### src/rtl/cefu_defines.svh
// Constants and fixed encodings for the exception frame unit
// Contract
// - Reset fetches stack pointer vector 0, counter 1
// - Fault-type exceptions stack faulting instruction address
// - Next-type exceptions stack following instruction address
// - Trap n uses vector 32 plus n
// - Autovector levels 1-7 map to 25-31
// - No interrupt sampling in handler first instruction
// - Frame is two longwords: format/vector/status, counter
// - Format encodes stack pointer low bits, 4 to 7
// - Fault status zero except access/address errors
// - Codes: fetch 0100, write 1000, read 1100
// - Write-protected space reports code 1001
// - Interrupt vector equals peripheral-supplied value; code substitutes spurious vector 24 for values below 64
// - Bus error raises access error, vector 2
// - Fetch errors deferred; discarded prefetch faults ignored
// - Faulted opword aborts, programming model unchanged
// - Operand read error aborts, address updates kept
// - Partial multi-register load keeps loaded registers
// - Write errors imprecise; writer's updates complete
// - No-operation sync waits writes, reports their error
// - Vector address is base plus four times number
// - Vector base keeps only upper 12 bits
// - Entry sets supervisor, clears trace; interrupts set mask
`ifndef CEFU_DEFINES_SVH
`define CEFU_DEFINES_SVH
`define CEFU_VEC_RESET_SP 8'h00
`define CEFU_VEC_RESET_PC 8'h01
`define CEFU_VEC_ACCESS 8'h02
`define CEFU_VEC_ADDRESS 8'h03
`define CEFU_VEC_ILLEGAL 8'h04
`define CEFU_VEC_PRIV 8'h08
`define CEFU_VEC_TRACE 8'h09
`define CEFU_VEC_LINE_A 8'h0A
`define CEFU_VEC_LINE_F 8'h0B
`define CEFU_VEC_DEBUG 8'h0C
`define CEFU_VEC_FORMAT 8'h0E
`define CEFU_VEC_UNINIT 8'h0F
`define CEFU_VEC_SPURIOUS 8'h18
`define CEFU_VEC_AUTO_BASE 8'h18
`define CEFU_VEC_TRAP_BASE 8'h20
`define CEFU_VEC_USER_MIN 8'h40
`define CEFU_FS_NONE 4'h0
`define CEFU_FS_FETCH 4'h4
`define CEFU_FS_WRITE 4'h8
`define CEFU_FS_WPROT 4'h9
`define CEFU_FS_READ 4'hC
`define CEFU_FMT_BASE 4'h4
`define CEFU_FRAME_BYTES 32'h0000_0008
`define CEFU_SR_T 15
`define CEFU_SR_S 13
`define CEFU_SR_M 12
`define CEFU_SR_IMSK_HI 10
`define CEFU_SR_IMSK_LO 8
`define CEFU_VBR_KEEP 32'hFFF0_0000
`endif

### src/rtl/cefu_pkg.sv
// Types shared by the exception frame unit
package cefu_pkg;
	typedef enum logic [3:0] {
		CEFU_SRC_NONE,
		CEFU_SRC_ACCESS,
		CEFU_SRC_ADDRESS,
		CEFU_SRC_ILLEGAL,
		CEFU_SRC_PRIV,
		CEFU_SRC_TRACE,
		CEFU_SRC_LINE_A,
		CEFU_SRC_LINE_F,
		CEFU_SRC_DEBUG,
		CEFU_SRC_FORMAT,
		CEFU_SRC_TRAP,
		CEFU_SRC_INTR
	} cefu_src_t;
	typedef enum logic [1:0] {
		CEFU_INT_VECTORED,
		CEFU_INT_AUTO,
		CEFU_INT_UNINIT,
		CEFU_INT_SPURIOUS
	} cefu_int_kind_t;
endpackage

### src/rtl/cefu_exception_unit.sv
// Exception entry, frame building, access-error and write-error handling
`timescale 1ns/1ps
`include "cefu_defines.svh"
module cefu_exception_unit (
	input wire logic i_sys_clk,
	input wire logic i_rst,
	input wire logic i_exc_req,
	input wire cefu_pkg::cefu_src_t i_exc_src,
	input wire logic [3:0] i_trap_num,
	input wire logic [3:0] i_addr_fs,
	input wire logic i_int_req,
	input wire logic [2:0] i_int_level,
	input wire cefu_pkg::cefu_int_kind_t i_int_kind,
	input wire logic [7:0] i_int_vector,
	input wire logic [31:0] i_fault_pc,
	input wire logic [31:0] i_next_pc,
	input wire logic [31:0] i_stack_pointer_register,
	input wire logic [15:0] i_status_register,
	input wire logic [31:0] i_vector_base_wdata,
	input wire logic i_vector_base_we,
	input wire logic i_fetch_err,
	input wire logic i_flow_change,
	input wire logic i_exec_faulted,
	input wire logic i_read_err,
	input wire logic i_write_err,
	input wire logic i_write_prot,
	input wire logic i_write_pending,
	input wire logic i_no_operation_sync,
	input wire logic i_insn_done,
	output logic o_exc_active,
	output logic [7:0] o_vector,
	output logic [31:0] o_vector_addr,
	output logic [31:0] o_frame_word0,
	output logic [31:0] o_frame_word1,
	output logic [31:0] o_frame_sp,
	output logic [15:0] o_status_register,
	output logic o_abort,
	output logic o_keep_addr_updates,
	output logic o_int_sample_en,
	output logic o_sync_stall,
	output logic [31:0] o_vector_base,
	output logic o_reset_fetch_sp,
	output logic o_reset_fetch_pc
);
	typedef enum logic [1:0] {
		CEFU_RUN,
		CEFU_BOOT_SP,
		CEFU_BOOT_PC
	} cefu_boot_t;

	cefu_boot_t boot_state;
	logic fetch_fault_pending;
	logic write_err_pending;
	logic [3:0] write_err_fs;
	logic handler_first;
	cefu_pkg::cefu_src_t sel_src;
	logic [3:0] sel_fs;
	logic [31:0] sel_pc;
	logic take;
	logic take_int;
	logic [7:0] map_vector;
	logic map_next;
	logic map_fs_ok;
	logic [1:0] sp_low;
	logic [31:0] sp_aligned;
	logic [15:0] next_sr;

	// Reset sequence: stack pointer entry, then program counter entry
	always_ff @(posedge i_sys_clk) begin
		if (i_rst) begin
			boot_state <= CEFU_BOOT_SP;
		end else begin
			case (boot_state)
				CEFU_BOOT_SP: boot_state <= CEFU_BOOT_PC;
				CEFU_BOOT_PC: boot_state <= CEFU_RUN;
				default: boot_state <= CEFU_RUN;
			endcase
		end
	end

	always_ff @(posedge i_sys_clk) begin
		if (i_rst) begin
			o_reset_fetch_sp <= 1'b0;
			o_reset_fetch_pc <= 1'b0;
		end else begin
			o_reset_fetch_sp <= (boot_state == CEFU_BOOT_SP);
			o_reset_fetch_pc <= (boot_state == CEFU_BOOT_PC);
		end
	end

	// Prefetch fault held until needed; a change of flow discards it
	always_ff @(posedge i_sys_clk) begin
		if (i_rst) begin
			fetch_fault_pending <= 1'b0;
		end else if (i_fetch_err) begin
			fetch_fault_pending <= 1'b1;
		end else if (i_flow_change || take) begin
			fetch_fault_pending <= 1'b0;
		end
	end

	// Write errors collected; set wins over the report clear
	always_ff @(posedge i_sys_clk) begin
		if (i_rst) begin
			write_err_pending <= 1'b0;
			write_err_fs <= `CEFU_FS_NONE;
		end else if (i_write_err) begin
			write_err_pending <= 1'b1;
			write_err_fs <= i_write_prot ? `CEFU_FS_WPROT : `CEFU_FS_WRITE;
		end else if (take && sel_src == cefu_pkg::CEFU_SRC_ACCESS && sel_fs == write_err_fs) begin
			write_err_pending <= 1'b0;
		end
	end

	// Source priority: read error, faulted execution, pending write, request
	always_comb begin
		sel_src = i_exc_src;
		sel_fs = `CEFU_FS_NONE;
		sel_pc = i_fault_pc;
		take = 1'b0;
		take_int = 1'b0;
		if (boot_state != CEFU_RUN || o_exc_active) begin
			take = 1'b0;
		end else if (i_read_err) begin
			sel_src = cefu_pkg::CEFU_SRC_ACCESS;
			sel_fs = `CEFU_FS_READ;
			take = 1'b1;
		end else if (i_exec_faulted && fetch_fault_pending) begin
			sel_src = cefu_pkg::CEFU_SRC_ACCESS;
			sel_fs = `CEFU_FS_FETCH;
			take = 1'b1;
		end else if (write_err_pending && (i_insn_done || (i_no_operation_sync && !i_write_pending))) begin
			sel_src = cefu_pkg::CEFU_SRC_ACCESS;
			sel_fs = write_err_fs;
			sel_pc = i_fault_pc;
			take = 1'b1;
		end else if (i_exc_req) begin
			sel_src = i_exc_src;
			sel_fs = (i_exc_src == cefu_pkg::CEFU_SRC_ADDRESS) ? i_addr_fs : `CEFU_FS_NONE;
			take = (i_exc_src != cefu_pkg::CEFU_SRC_NONE);
		end else if (i_int_req && o_int_sample_en) begin
			sel_src = cefu_pkg::CEFU_SRC_INTR;
			take = 1'b1;
			take_int = 1'b1;
		end
	end

	cefu_vector_map u_map (
		.i_src(sel_src),
		.i_trap_num(i_trap_num),
		.i_int_level(i_int_level),
		.i_int_kind(i_int_kind),
		.i_int_vector(i_int_vector),
		.o_vector(map_vector),
		.o_use_next_pc(map_next),
		.o_fs_allowed(map_fs_ok)
	);

	assign sp_low = i_stack_pointer_register[1:0];
	assign sp_aligned = {i_stack_pointer_register[31:2], 2'b00};

	always_comb begin
		next_sr = i_status_register;
		next_sr[`CEFU_SR_S] = 1'b1;
		next_sr[`CEFU_SR_T] = 1'b0;
		if (take_int) begin
			next_sr[`CEFU_SR_M] = 1'b0;
			next_sr[`CEFU_SR_IMSK_HI:`CEFU_SR_IMSK_LO] = i_int_level;
		end
	end

	// Vector base: only top 12 bits stored
	always_ff @(posedge i_sys_clk) begin
		if (i_rst) begin
			o_vector_base <= 32'h0000_0000;
		end else if (i_vector_base_we) begin
			o_vector_base <= i_vector_base_wdata & `CEFU_VBR_KEEP;
		end
	end

	// Frame construction and entry outputs; strobes last one cycle, frame held until next entry
	always_ff @(posedge i_sys_clk) begin
		if (i_rst) begin
			o_exc_active <= 1'b0;
			o_vector <= 8'h00;
			o_vector_addr <= 32'h0000_0000;
			o_frame_word0 <= 32'h0000_0000;
			o_frame_word1 <= 32'h0000_0000;
			o_frame_sp <= 32'h0000_0000;
			o_status_register <= 16'h0000;
			o_abort <= 1'b0;
			o_keep_addr_updates <= 1'b0;
		end else begin
			o_exc_active <= take;
			o_abort <= take && (sel_fs == `CEFU_FS_READ || sel_fs == `CEFU_FS_FETCH);
			o_keep_addr_updates <= take && sel_fs == `CEFU_FS_READ;
			if (take) begin
				o_vector <= map_vector;
				o_vector_addr <= (o_vector_base & `CEFU_VBR_KEEP) + {22'h00_0000, map_vector, 2'b00};
				o_frame_word0 <= {`CEFU_FMT_BASE | {2'b00, sp_low},
					map_fs_ok ? sel_fs[3:2] : 2'b00,
					map_vector,
					map_fs_ok ? sel_fs[1:0] : 2'b00,
					i_status_register};
				o_frame_word1 <= map_next ? i_next_pc : sel_pc;
				o_frame_sp <= sp_aligned - `CEFU_FRAME_BYTES;
				o_status_register <= next_sr;
			end
		end
	end

	// First handler instruction masks interrupt sampling
	always_ff @(posedge i_sys_clk) begin
		if (i_rst) begin
			handler_first <= 1'b1;
		end else if (take) begin
			handler_first <= 1'b1;
		end else if (i_insn_done) begin
			handler_first <= 1'b0;
		end
	end

	always_ff @(posedge i_sys_clk) begin
		if (i_rst) begin
			o_int_sample_en <= 1'b0;
			o_sync_stall <= 1'b0;
		end else begin
			o_int_sample_en <= !take && !(handler_first && !i_insn_done);
			o_sync_stall <= i_no_operation_sync && i_write_pending;
		end
	end

	AST_RESET_SEQ: assert property (@(posedge i_sys_clk) disable iff (i_rst)
		o_reset_fetch_sp |=> o_reset_fetch_pc)
		else $error("pc fetch must follow sp fetch");
	AST_BUS_ERR_VEC: assert property (@(posedge i_sys_clk) disable iff (i_rst)
		(take && sel_fs != `CEFU_FS_NONE && sel_src == cefu_pkg::CEFU_SRC_ACCESS)
		|=> o_vector == `CEFU_VEC_ACCESS)
		else $error("access error not vector 2");
	AST_VEC_ADDR: assert property (@(posedge i_sys_clk) disable iff (i_rst)
		o_exc_active |-> o_vector_addr[9:0] == {o_vector, 2'b00})
		else $error("vector address mismatch");
	AST_VBR_LOW: assert property (@(posedge i_sys_clk) disable iff (i_rst)
		o_vector_base[19:0] == 20'h0_0000)
		else $error("vector base low bits set");
	AST_FORMAT: assert property (@(posedge i_sys_clk) disable iff (i_rst)
		take |=> o_frame_word0[31:28] == {2'b01, $past(sp_low)})
		else $error("bad format field");
	AST_FS_ZERO: assert property (@(posedge i_sys_clk) disable iff (i_rst)
		(take && !map_fs_ok) |=> {o_frame_word0[27:26], o_frame_word0[17:16]} == 4'h0)
		else $error("fault status nonzero");
	AST_SUPER: assert property (@(posedge i_sys_clk) disable iff (i_rst)
		o_exc_active |-> o_status_register[`CEFU_SR_S] && !o_status_register[`CEFU_SR_T])
		else $error("entry status wrong");
	AST_NO_RESERVED: assert property (@(posedge i_sys_clk) disable iff (i_rst)
		o_exc_active |-> !(o_vector inside {[8'h05:8'h07], 8'h0D, [8'h10:8'h17],
		[8'h30:8'h3F]}))
		else $error("reserved vector generated");
	AST_FLOW_DROP: assert property (@(posedge i_sys_clk) disable iff (i_rst)
		(i_flow_change && !i_fetch_err) |=> !fetch_fault_pending)
		else $error("discarded prefetch fault kept");
	AST_SYNC: assert property (@(posedge i_sys_clk) disable iff (i_rst)
		(i_no_operation_sync && i_write_pending) |=> o_sync_stall)
		else $error("sync did not stall");
	AST_INT_INHIBIT: assert property (@(posedge i_sys_clk) disable iff (i_rst)
		o_exc_active |-> !o_int_sample_en)
		else $error("interrupt sampled at handler entry");
	// Frame contents checked against the inputs of the taking cycle
	AST_PC_FAULT: assert property (@(posedge i_sys_clk) disable iff (i_rst)
		(take && !map_next) |=> o_frame_word1 == $past(i_fault_pc))
		else $error("fault-type stacked counter wrong");
	AST_PC_NEXT: assert property (@(posedge i_sys_clk) disable iff (i_rst)
		(take && map_next) |=> o_frame_word1 == $past(i_next_pc))
		else $error("next-type stacked counter wrong");
	AST_TRAP_VEC: assert property (@(posedge i_sys_clk) disable iff (i_rst)
		(take && sel_src == cefu_pkg::CEFU_SRC_TRAP)
		|=> o_vector == `CEFU_VEC_TRAP_BASE + {4'h0, $past(i_trap_num)})
		else $error("trap vector wrong");
	AST_AUTO_VEC: assert property (@(posedge i_sys_clk) disable iff (i_rst)
		(take_int && i_int_kind == cefu_pkg::CEFU_INT_AUTO && i_int_level != 3'h0)
		|=> o_vector == `CEFU_VEC_AUTO_BASE + {5'h00, $past(i_int_level)})
		else $error("autovector wrong");
	AST_INT_VEC: assert property (@(posedge i_sys_clk) disable iff (i_rst)
		(take_int && i_int_kind == cefu_pkg::CEFU_INT_VECTORED && i_int_vector >= `CEFU_VEC_USER_MIN)
		|=> o_vector == $past(i_int_vector))
		else $error("peripheral vector not used");
	AST_FRAME_SP: assert property (@(posedge i_sys_clk) disable iff (i_rst)
		take |=> o_frame_sp == $past(i_stack_pointer_register) - `CEFU_FRAME_BYTES
		- {30'h0000_0000, $past(sp_low)})
		else $error("frame stack pointer wrong");
	AST_WPROT_CODE: assert property (@(posedge i_sys_clk) disable iff (i_rst)
		(i_write_err && i_write_prot) |=> write_err_pending && write_err_fs == `CEFU_FS_WPROT)
		else $error("write-protect code not held");
	AST_READ_ABORT: assert property (@(posedge i_sys_clk) disable iff (i_rst)
		(take && sel_src == cefu_pkg::CEFU_SRC_ACCESS && sel_fs == `CEFU_FS_READ)
		|=> o_abort && o_keep_addr_updates)
		else $error("read error did not abort");
	AST_FETCH_ABORT: assert property (@(posedge i_sys_clk) disable iff (i_rst)
		(take && sel_src == cefu_pkg::CEFU_SRC_ACCESS && sel_fs == `CEFU_FS_FETCH)
		|=> o_abort && !o_keep_addr_updates)
		else $error("fetch error abort wrong");
	AST_WRITE_NO_ABORT: assert property (@(posedge i_sys_clk) disable iff (i_rst)
		(take && (sel_fs == `CEFU_FS_WRITE || sel_fs == `CEFU_FS_WPROT))
		|=> !o_abort && !o_keep_addr_updates)
		else $error("write error aborted an instruction");
	AST_INT_MASK: assert property (@(posedge i_sys_clk) disable iff (i_rst)
		take_int |=> o_status_register[`CEFU_SR_IMSK_HI:`CEFU_SR_IMSK_LO] == $past(i_int_level)
		&& !o_status_register[`CEFU_SR_M])
		else $error("interrupt entry mask wrong");
endmodule

### src/rtl/cefu_vector_map.sv
// Exception source to vector number and stacked-counter choice
`timescale 1ns/1ps
`include "cefu_defines.svh"
module cefu_vector_map (
	input wire cefu_pkg::cefu_src_t i_src,
	input wire logic [3:0] i_trap_num,
	input wire logic [2:0] i_int_level,
	input wire cefu_pkg::cefu_int_kind_t i_int_kind,
	input wire logic [7:0] i_int_vector,
	output logic [7:0] o_vector,
	output logic o_use_next_pc,
	output logic o_fs_allowed
);
	always_comb begin
		o_vector = `CEFU_VEC_ACCESS;
		o_use_next_pc = 1'b0;
		o_fs_allowed = 1'b0;
		case (i_src)
			cefu_pkg::CEFU_SRC_ACCESS: begin
				o_vector = `CEFU_VEC_ACCESS;
				o_fs_allowed = 1'b1;
			end
			cefu_pkg::CEFU_SRC_ADDRESS: begin
				o_vector = `CEFU_VEC_ADDRESS;
				o_fs_allowed = 1'b1;
			end
			cefu_pkg::CEFU_SRC_ILLEGAL: o_vector = `CEFU_VEC_ILLEGAL;
			cefu_pkg::CEFU_SRC_PRIV: o_vector = `CEFU_VEC_PRIV;
			cefu_pkg::CEFU_SRC_LINE_A: o_vector = `CEFU_VEC_LINE_A;
			cefu_pkg::CEFU_SRC_LINE_F: o_vector = `CEFU_VEC_LINE_F;
			cefu_pkg::CEFU_SRC_FORMAT: o_vector = `CEFU_VEC_FORMAT;
			cefu_pkg::CEFU_SRC_TRACE: begin
				o_vector = `CEFU_VEC_TRACE;
				o_use_next_pc = 1'b1;
			end
			cefu_pkg::CEFU_SRC_DEBUG: begin
				o_vector = `CEFU_VEC_DEBUG;
				o_use_next_pc = 1'b1;
			end
			cefu_pkg::CEFU_SRC_TRAP: begin
				o_vector = `CEFU_VEC_TRAP_BASE | {4'h0, i_trap_num};
				o_use_next_pc = 1'b1;
			end
			cefu_pkg::CEFU_SRC_INTR: begin
				o_use_next_pc = 1'b1;
				case (i_int_kind)
					cefu_pkg::CEFU_INT_AUTO: begin
						// Level 0 is no request; fall back to spurious
						if (i_int_level == 3'h0) begin
							o_vector = `CEFU_VEC_SPURIOUS;
						end else begin
							o_vector = `CEFU_VEC_AUTO_BASE + {5'h00, i_int_level};
						end
					end
					cefu_pkg::CEFU_INT_UNINIT: o_vector = `CEFU_VEC_UNINIT;
					cefu_pkg::CEFU_INT_SPURIOUS: o_vector = `CEFU_VEC_SPURIOUS;
					default: begin
						// Peripheral value used as given; below user range is spurious
						if (i_int_vector < `CEFU_VEC_USER_MIN) begin
							o_vector = `CEFU_VEC_SPURIOUS;
						end else begin
							o_vector = i_int_vector;
						end
					end
				endcase
			end
			default: o_vector = `CEFU_VEC_ACCESS;
		endcase
	end
endmodule

### config.mk
export PLATFORM = sky130hd
export DESIGN_NAME = cefu_exception_unit
export DESIGN_NICKNAME = d
export VERILOG_FILES = /design/src/rtl/cefu_pkg.sv /design/src/rtl/cefu_exception_unit.sv /design/src/rtl/cefu_vector_map.sv
export VERILOG_INCLUDE_DIRS = /design/src /design/src/rtl
export SDC_FILE = /design/constraint.sdc
export NUM_CORES = 1
export LEC_CHECK = 0
export BUFFER_PORTS_ARGS = -buffer_cell sky130_fd_sc_hd__clkbuf_2
export CORE_AREA = 3 3 146 148
export DETAILED_ROUTE_END_ITERATION = 8
export DIE_AREA = 0 0 149 151
export PLACE_DENSITY = 0.6
export SYNTH_ARGS = -nofsm -noshare
export SYNTH_HDL_FRONTEND = slang
export SYNTH_SLANG_ARGS = --single-unit
export TNS_END_PERCENT = 5
### constraint.sdc
create_clock -name i_sys_clk -period 2.87 [get_ports i_sys_clk]
set_input_delay 0.287 -clock i_sys_clk [delete_from_list [all_inputs] [get_ports i_sys_clk]]
set_output_delay 0.287 -clock i_sys_clk [all_outputs]
set_load 0.01 [all_outputs]
## After elaboration in Yosys (flattened, before gate mapping)

Cells that the tools add are included.

| storage, ports and cells | value |
|---|---|
| register bits | 178 |
| latch bits | 0 |
| bits in writable memories | 0 |
| memory bits (read-only) | 0 |
| bits of input ports | 183 |
| output and inout port bits | 191 |
| logic and storage cells | 110 |
| memories kept | 0 |

| operators by class | value |
|---|---|
| add/subtract/negate cells | 3 |
| multiply operators | 0 |
| div/mod/pow operators | 0 |
| order comparisons | 1 |
| equality and inequality tests | 20 |
| shift-type cells | 0 |
| multiplexer cells | 40 |
| bitwise gates (word level) | 0 |
| reduce and logical (&&, ||, !) cells | 27 |

Operators with widths:

| operator | number |
|---|---|
| $pmux 8 s10 | 1 |
| $mux 4 | 12 |
| $add 32x10->32 | 1 |
| $mux 32 | 1 |
| $sub 32x4->32 const B | 1 |
| $pmux 8 s3 | 1 |
| $eq 4x3->1 const B | 5 |
| $eq 4x4->1 const B | 5 |
| $mux 1 | 19 |
| $mux 8 | 2 |
| $eq 4x2->1 const B | 3 |
| $logic_and 1x1->1 | 11 |
| $lt 8x7->1 const B | 1 |
| $add 5x3->6 const A | 1 |
| $eq 2x2->1 const B | 3 |
| $mux 2 | 3 |
| $reduce_bool 2->1 | 3 |
| $eq 2x1->1 const B | 2 |
| $eq 4x1->1 const B | 1 |
| $eq 4x4->1 | 1 |
| $logic_not 1->1 | 4 |
| $logic_or 1x1->1 | 4 |
| $reduce_bool 4->1 | 1 |
| $reduce_or 2->1 | 2 |
| 3 further kinds | 3 |

## Logic depth before layout (Yosys ltp)

Gate-level depths: netlist (run 1).

| depth | value |
|---|---|
| depth after elaboration | 13 |
| mapped depth | 9 |
| mapped depth without buffers | 7 |

## Modules after synthesis

Synthesis (run 1) repeated with hierarchy kept, for this count alone.

| second synthesis, totals | value |
|---|---|
| cells, all modules | 763 |
| area, all modules | 6461.2 µm² |

By module, submodules not included:

| module | instances | cells each | area an instance (µm²) | sequential area each (µm²) |
|---|---|---|---|---|
| cefu_exception_unit | 1 | 710 | 6148.4 | 2682.6 |
| cefu_vector_map | 1 | 53 | 312.8 | 0.0 |

## Worst setup path after synthesis (run 1)

Ideal clock, no wire load.

| timing | value |
|---|---|
| path kind | input port to flip-flop |
| from | in i_stack_pointer_register[5] |
| to | reg o_frame_sp[20] |
| library setup time | 0.079 ns |
| arrival | 2.133 ns |
| required time | 2.791 ns |
| path slack | 0.658 ns |
| stages on the path | 6 |
| path buffers | 1 |
| cells stage by stage | or4_4 > or4_4 > buf_6 > or3_1 > xor2_1 > a211oi_2 |

| between the ends | value |
|---|---|
| word-level cells in the longest chain between the ends | 1 |

Ends and longest elaborated chain:

| item | line | source |
|---|---|---|
| start: declaration | cefu_exception_unit.sv:17 | `input wire logic [31:0] i_stack_pointer_register,` |
| $sub 32x4->32 (no source line) | -- |  |
| end signal: assignment | cefu_exception_unit.sv:206 | `` o_frame_sp <= sp_aligned - `CEFU_FRAME_BYTES; `` |
| end: declaration | cefu_exception_unit.sv:35 | `output logic [31:0] o_frame_sp,` |

No other way between the ends.
A chain may end at the register's enable or synchronous reset.

## Worst setup path after layout (run 1)

| timing | value |
|---|---|
| from | reg boot_state[1] |
| to | reg o_frame_sp[6] |

| between the ends | value |
|---|---|
| word-level cells in the longest chain between the ends | 3 |

Ends and longest elaborated chain:

| item | line | source |
|---|---|---|
| start: declaration | cefu_exception_unit.sv:51 | `cefu_boot_t boot_state;` |
| start signal: assignment | cefu_exception_unit.sv:71 | `boot_state <= CEFU_BOOT_SP;` |
| start signal: assignment | cefu_exception_unit.sv:74 | `CEFU_BOOT_SP: boot_state <= CEFU_BOOT_PC;` |
| start signal: assignment | cefu_exception_unit.sv:75 | `CEFU_BOOT_PC: boot_state <= CEFU_RUN;` |
| $reduce_bool 2->1 | cefu_exception_unit.sv:122 | `if (boot_state != CEFU_RUN \|\| o_exc_active) begin` |
| $logic_or 1x1->1 | cefu_exception_unit.sv:122 |  |
| $mux 1 | cefu_exception_unit.sv:122 |  |

No other way between the ends.

==> results of run 1 <==
## layout make-up
cell class | instances | area share
multi-input cells | 535 | 0.376
well taps | 270 | 0.0394
clock inverters | 15 | 0.0188
inverters | 9 | 0.00394
repair buffers | 326 | 0.199
flip-flops and latches | 134 | 0.313
clock buffers | 17 | 0.0496
## layer usage
metal | share of wire | vias up
met4 | 0.015 | 2
met5 | 0.00067 | -
met2 | 0.48 | 267
li1 | - | 3099
met1 | 0.41 | 2728
met3 | 0.091 | 23
## power by group through the flow
stage | sequential, µW | clock (µW) | combinational [µW]
finish | 2080 | 2180 | 884
global route | 2100 | 2320 | 983
CTS | 2080 | 2240 | 896
detailed placement | 2120 | 0 | 894
global placement | 2120 | 0 | 886
floorplan | 2170 | 0 | 497
## tightest hold or removal path: stages
cell,delay [ns]
clkbuf_2,0.09
nand2_1,0.05
nor2_1,0.03
## flip-flops by register name, summed over array words and instances (netlist names)
register	count
boot_state	2
o_exc_active	1
handler_first	1
o_reset_fetch_pc	1
fetch_fault_pending	1
o_vector_base	12
write_err_pending	1
o_frame_sp	30
o_int_sample_en	1
o_frame_word1	32
o_sync_stall	1
o_abort	1
o_keep_addr_updates	1
o_vector	7
o_vector_addr	12
write_err_fs	2
o_status_register	14
o_frame_word0	14
## cells by family (layout without fill, tap and decap cells)
group / count (synthesis) / count (layout) / share of synthesized area
adder cells (fa/ha/maj): 1 / 1 / 0.00192
XOR/XNOR: 23 / 23 / 0.0309
AO/OA/AOI/OAI: 158 / 158 / 0.165
buffers and inverters: 122 / 367 / 0.117
AND/OR/NAND/NOR: 266 / 266 / 0.195
multiplexers: 51 / 51 / 0.0787
flip-flops: 134 / 134 / 0.412
other: 1 / 36 / 0.000575
## worst paths after layout
path	startpoint	to	slack [ns]	cells after the start
max	boot_state[1]	o_frame_sp[6]	0.57	5
max reg2reg	boot_state[1]	o_frame_sp[6]	0.57	5
min reg2reg	o_vector_addr[29]	o_vector_addr[29]	0.46	2
min	i_write_pending	o_sync_stall	0.08	3
## metrics by stage
stage	worst slack [ns]	std cells	util
finish	0.574	1306	0.425
global route	0.329	1306	0.425
CTS	0.530	1306	0.425
detailed placement	0.383	1274	0.396
global placement	0.446	1274	0.396
floorplan	0.658	791	-
## placed cells by master (no fill, tap or decap), types with 3 or more instances in the layout
cell / instances
nor4_2: 4
nand3_1: 9
nor4b_1: 3
clkbuf_2: 316
nor4_1: 8
inv_1: 9
inv_6: 6
a31oi_1: 4
a211oi_1: 58
buf_12: 4
nor2b_1: 6
a21oi_1: 45
conb_1: 36
o31ai_1: 7
or4_4: 4
nor3_1: 9
xor2_1: 8
a22oi_1: 4
xnor2_1: 15
o21ai_0: 12
nor2_1: 105
inv_8: 4
a311oi_1: 7
or3_1: 5
o211ai_1: 4
nand3b_1: 5
or4_1: 3
mux2i_1: 49
nand2b_1: 5
buf_4: 6
dfxtp_1: 134
clkbuf_16: 17
nand2_1: 84
==> results.cfg, run 1 <==
[yosys]
ys_seq_area_frac = 0.412
synth_commonest_cells = dfxtp_1 (134), nor2_1 (105), nand2_1 (84)
netlist_area_um2 = 6520
yosys.cell_count.top_type = dfxtp_1
yosys_register_bits = 134
async_flop_share = 0
avgSynthCellArea_um2 = 8.62
synth_ff_type = dfxtp_1
ys_types = 60
synth_top_area_frac = 0.412
synth_top_area_cell = dfxtp_1
synth_edf_count = 0
synth_warnings = 0
synth_area_leaders = dfxtp_1 (41%), mux2i_1 (7.5%), buf_4 (7.3%), a211oi_1 (6.7%), nor2_1 (6.0%)
netlist_instances = 756

[clocking]
cts_setup_buffers = 0
h-tree-depth = 4
postCtsHoldBufs = 0
path_clk_slew_ns = 0.07
clkLatencyLatePin_ns = 0.41
cts_tree = built
cts.sinks = 134
cts-root-buf = clkbuf_16
postCtsResizedCells = 0
cts_buffer_depth = 2
cts_buffers = 17

[placement]
place_congestion = 0.835
hpwlAfterDp_mm = 14.9
numPortBuffers = 317
placed_area_um2 = 7980

[sta]
skew_ns = 0.0101
fin_crit_ns = 2.30
fin_crit_sh = 0.800
hold_viol_final = 0
tightest_slew_ns = 0.697
finalSetupTns_ns = 0
setup_viol = 0
timing.fmax_ghz = 0.435
slew_headroom = 0.534
rsz0062_at_grt = no
drv_slew = 0
hold_slack_ns = 0.0848

[global_routing]
grt_use_met1 = 0.189
grt_overflow_total = 0
use_met3 = 0.0604
use_met2 = 0.283
busiest_layer = met2
grt_pass1_wl_mm = 29.3
grt_pass1_vias = 5670
grt_max_degree = 83
antenna_found_initial = 1
track_usage = 0.163

[floorplan]
start_util = 0.323
fp-row-count = 52
dieArea_um2 = 22500
boundaryPins = 374
dieHeight_um = 151
die_w_um = 149
core-area_um2 = 20200

[finish]
antennaDiodeCount = 0
syn_to_final_growth_pct = 31.5
final_nets = 1207
regArea_um2 = 2680
drive_gt1_frac = 0.362
design_area_um2 = 8570
filler_cell_count = 2101
multiInputGateArea_um2 = 3220

[critical_path]
arrival_ns = 2.61
worstPathMaxFanout = 82
worstSetupStartpointType = register
cp_top_family = compound AO/OA/AOI/OAI gates
slowest_delay_ns = 0.63
crit_type = register to register
cp_slowest_cell = a41oi_4
path_cells = or3_1, a41oi_4, buf_12, nor2_1, a311oi_1
end_kind = register
crit_buf_inv = 1
worstPathRequired_ns = 3.19

[power_and_ir_drop]
p_int_uw = 3600
p_leak_uw = 0.00403
power_frac_clock = 0.424
power_uw = 5140
irDropWorstVdd_uv = 342
switchingPower_uw = 1540
p_seq_frac = 0.404
p_per_area_nw_per_um2 = 600
switching_share = 0.299
comb_power_share = 0.172

[hold_path]
min_path_type = input port to register

[routing]
drc = 0
vias = 6119
vias_per_cell = 4.69
firstDrtPassIters = 4
drt_iter0_markers = 179
drtAntennaViolNets = 0
wirelength_mm = 19.5
wl_per_cell_um = 14.9

[status]
outcome = completed

[flow_run]
maxCapViolations = 0
Power figures use the tool's default switching activity.
==> inputs of run 2 (changes only) <==
- CORE_AREA: 3 3 146 148 -> 3 3 144 146
- DIE_AREA: 0 0 149 151 -> 0 0 147 149
- PLACE_DENSITY: 0.6 -> 0.63
- clock period: 2.87 -> 2.1 ns (I/O delays scaled with it)
==> run 2 against run 1 <==
Routed wire length rose by 2.8%; clock skew is essentially flat; count of clock-buffer cells in the layout unchanged; register-to-register slack lost 0.42 ns; sequential share of layout area is 1.5 points lower; combinational power is 48% higher; die area decreased by 2.6%.
==> results.cfg, run 2 (synthesis gave the netlist of run 1 again) <==
[sta]
hold_viol_final = 0
rsz0062_at_grt = yes
fin_crit_sh = 0.928
setup_ws_ns = 0.151
fin_crit_ns = 1.95
setup_viol = 0
tightest_slew_ns = 0.669
drv_slew = 0
timing.fmax_ghz = 0.513
skew_ns = 0.0106
slew_headroom = 0.554

[critical_path]
reg2reg_to = o_status_register[10]
crit_buf_inv = 2
worstPathMaxFanout = 46
end_kind = register
cp_top_family = compound AO/OA/AOI/OAI gates
reg2reg_from = o_exc_active
crit_path_end = o_status_register[10]
path_cells = or3_1, a41oi_4, buf_12, buf_12, nor2_1, a211oi_1
crit_top_cell = buf_12
crit_type = register to register
cp.depth = 6
startpoint = o_exc_active
slowest_delay_ns = 0.46
worst-r2r-cell-count = 6
worstSetupStartpointType = register
worstPathRequired_ns = 2.41
rrSetupSlack_ns = 0.15
cp_slowest_cell = or3_1
arrival_ns = 2.26

[placement]
numPortBuffers = 317
place_congestion = 0.867
dp_worst_setup_slack_ns = -0.0936
placedCellCount = 1312
hpwlAfterDp_mm = 15.5

[floorplan]
core-area_um2 = 19500
dieArea_um2 = 21900
die_w_um = 147
fp-row-count = 51
boundaryPins = 374
start_util = 0.334
dieHeight_um = 149

[clocking]
cts-root-buf = clkbuf_16
h-tree-depth = 4
cts_tree = built
postCtsResizedCells = 0
path_clk_slew_ns = 0.06
clkLatencyLatePin_ns = 0.41
cts_buffers = 17
cts_buffer_depth = 2
cts.sinks = 134

[routing]
drtAntennaViolNets = 0
vias_per_cell = 4.71
firstDrtPassIters = 4
wl_per_cell_um = 14.8
vias = 6378
wirelength_mm = 20.1
drc = 0
drt_iter0_markers = 215

[global_routing]
grt_pass1_vias = 6012
track_usage = 0.175
grt_max_degree = 74
grt_pass1_wl_mm = 30.9
antenna_found_initial = 0
grt_overflow_total = 0

[finish]
final_common_cell = clkbuf_2
syn_to_final_growth_pct = 38.1
final_cell_mix = clkbuf_2 (316), dfxtp_1 (134), nor2_1 (105), nand2_1 (84), a211oi_1 (58)
final_core_util = 0.461
drive_gt1_frac = 0.387
filler_cell_count = 1993
top_register = o_frame_word1
final_nets = 1260
reg.largest.list = o_frame_word1 (32), o_frame_sp (30)
largest_reg_flops = 32
antennaDiodeCount = 0
fin_cells = 1354

[power_and_ir_drop]
irDropWorstVdd_uv = 480
p_per_area_nw_per_um2 = 775
power_uw = 6980
p_leak_uw = 0.00428

[status]
outcome = completed

[hold_path]
min_path_type = input port to register
min_from = i_status_register[0]
min_delay_path_depth = 3

[flow_run]
maxCapViolations = 0
==> run 2: cell count changes in the layout (fill, tap and decap cells not counted), moves of 2 or more <==
cell           change
buf_4             +43
dlygate4sd3_1      +8
clkinv_4           +4
inv_6              -3
buf_12             +2
==> run 2: metrics by stage <==
stage / cell area (µm²) / hold slack, ns / setup TNS (ns)
after global placement: 8340 / 0.423 / -0.349
after CTS: 8980 / 0.000497 / 0
after floorplan: 6660 / 0.238 / -0.808
final: 9000 / 0.0256 / 0
after detailed placement: 8340 / 0.432 / -0.549
after global routing: 9000 / 0.00736 / -0.0143
==> run 2: worst min path at each step <==
stage / endpoint / slack, ns
floorplan: boot_state[0] / 0.24
global placement: fetch_fault_pending / 0.42
detailed placement: o_sync_stall / 0.43
CTS: o_status_register[7] / 0.0005
global route: o_status_register[4] / 0.007
finish: o_status_register[0] / 0.03
==> run 2: repair_timing <==
action | 4_1_cts | 5_1_grt
hold endpoints to repair | 7 | 0
setup buffers | 0 | 2
hold buffers | 8 | 0
endpoints found under the setup margin | 0 | 26
==> run 2: area by class of cell <==
class | count | area [µm²] | area share
clock buffers | 17 | 425 | 0.0473
clock inverters | 15 | 143 | 0.0158
repair buffers | 379 | 2150 | 0.239
well taps | 265 | 332 | 0.0368
inverters | 9 | 33.8 | 0.00375
multi-input cells | 535 | 3230 | 0.359
flip-flops and latches | 134 | 2680 | 0.298
==> run 2: worst min-delay path, cell delays in order <==
cell and delay (ns):
clkbuf_2 0.08, nand2_1 0.04, a21oi_1 0.05
==> run 2: power by group <==
| part | switching (µW) | internal [µW] | total, µW |
|---|---|---|---|
| Combinational | 733 | 575 | 1310 |
| Sequential | 112 | 2730 | 2840 |
| Clock | 1260 | 1570 | 2820 |
==> run 2: metal layers <==
metal / global-route usage / vias to the layer above / wire length [µm]
met5: 0 / - / 0
met4: 0.0564 / 0 / 327
met3: 0.0514 / 21 / 1630
met2: 0.310 / 279 / 9940
met1: 0.205 / 2865 / 8160
li1: - / 3213 / -
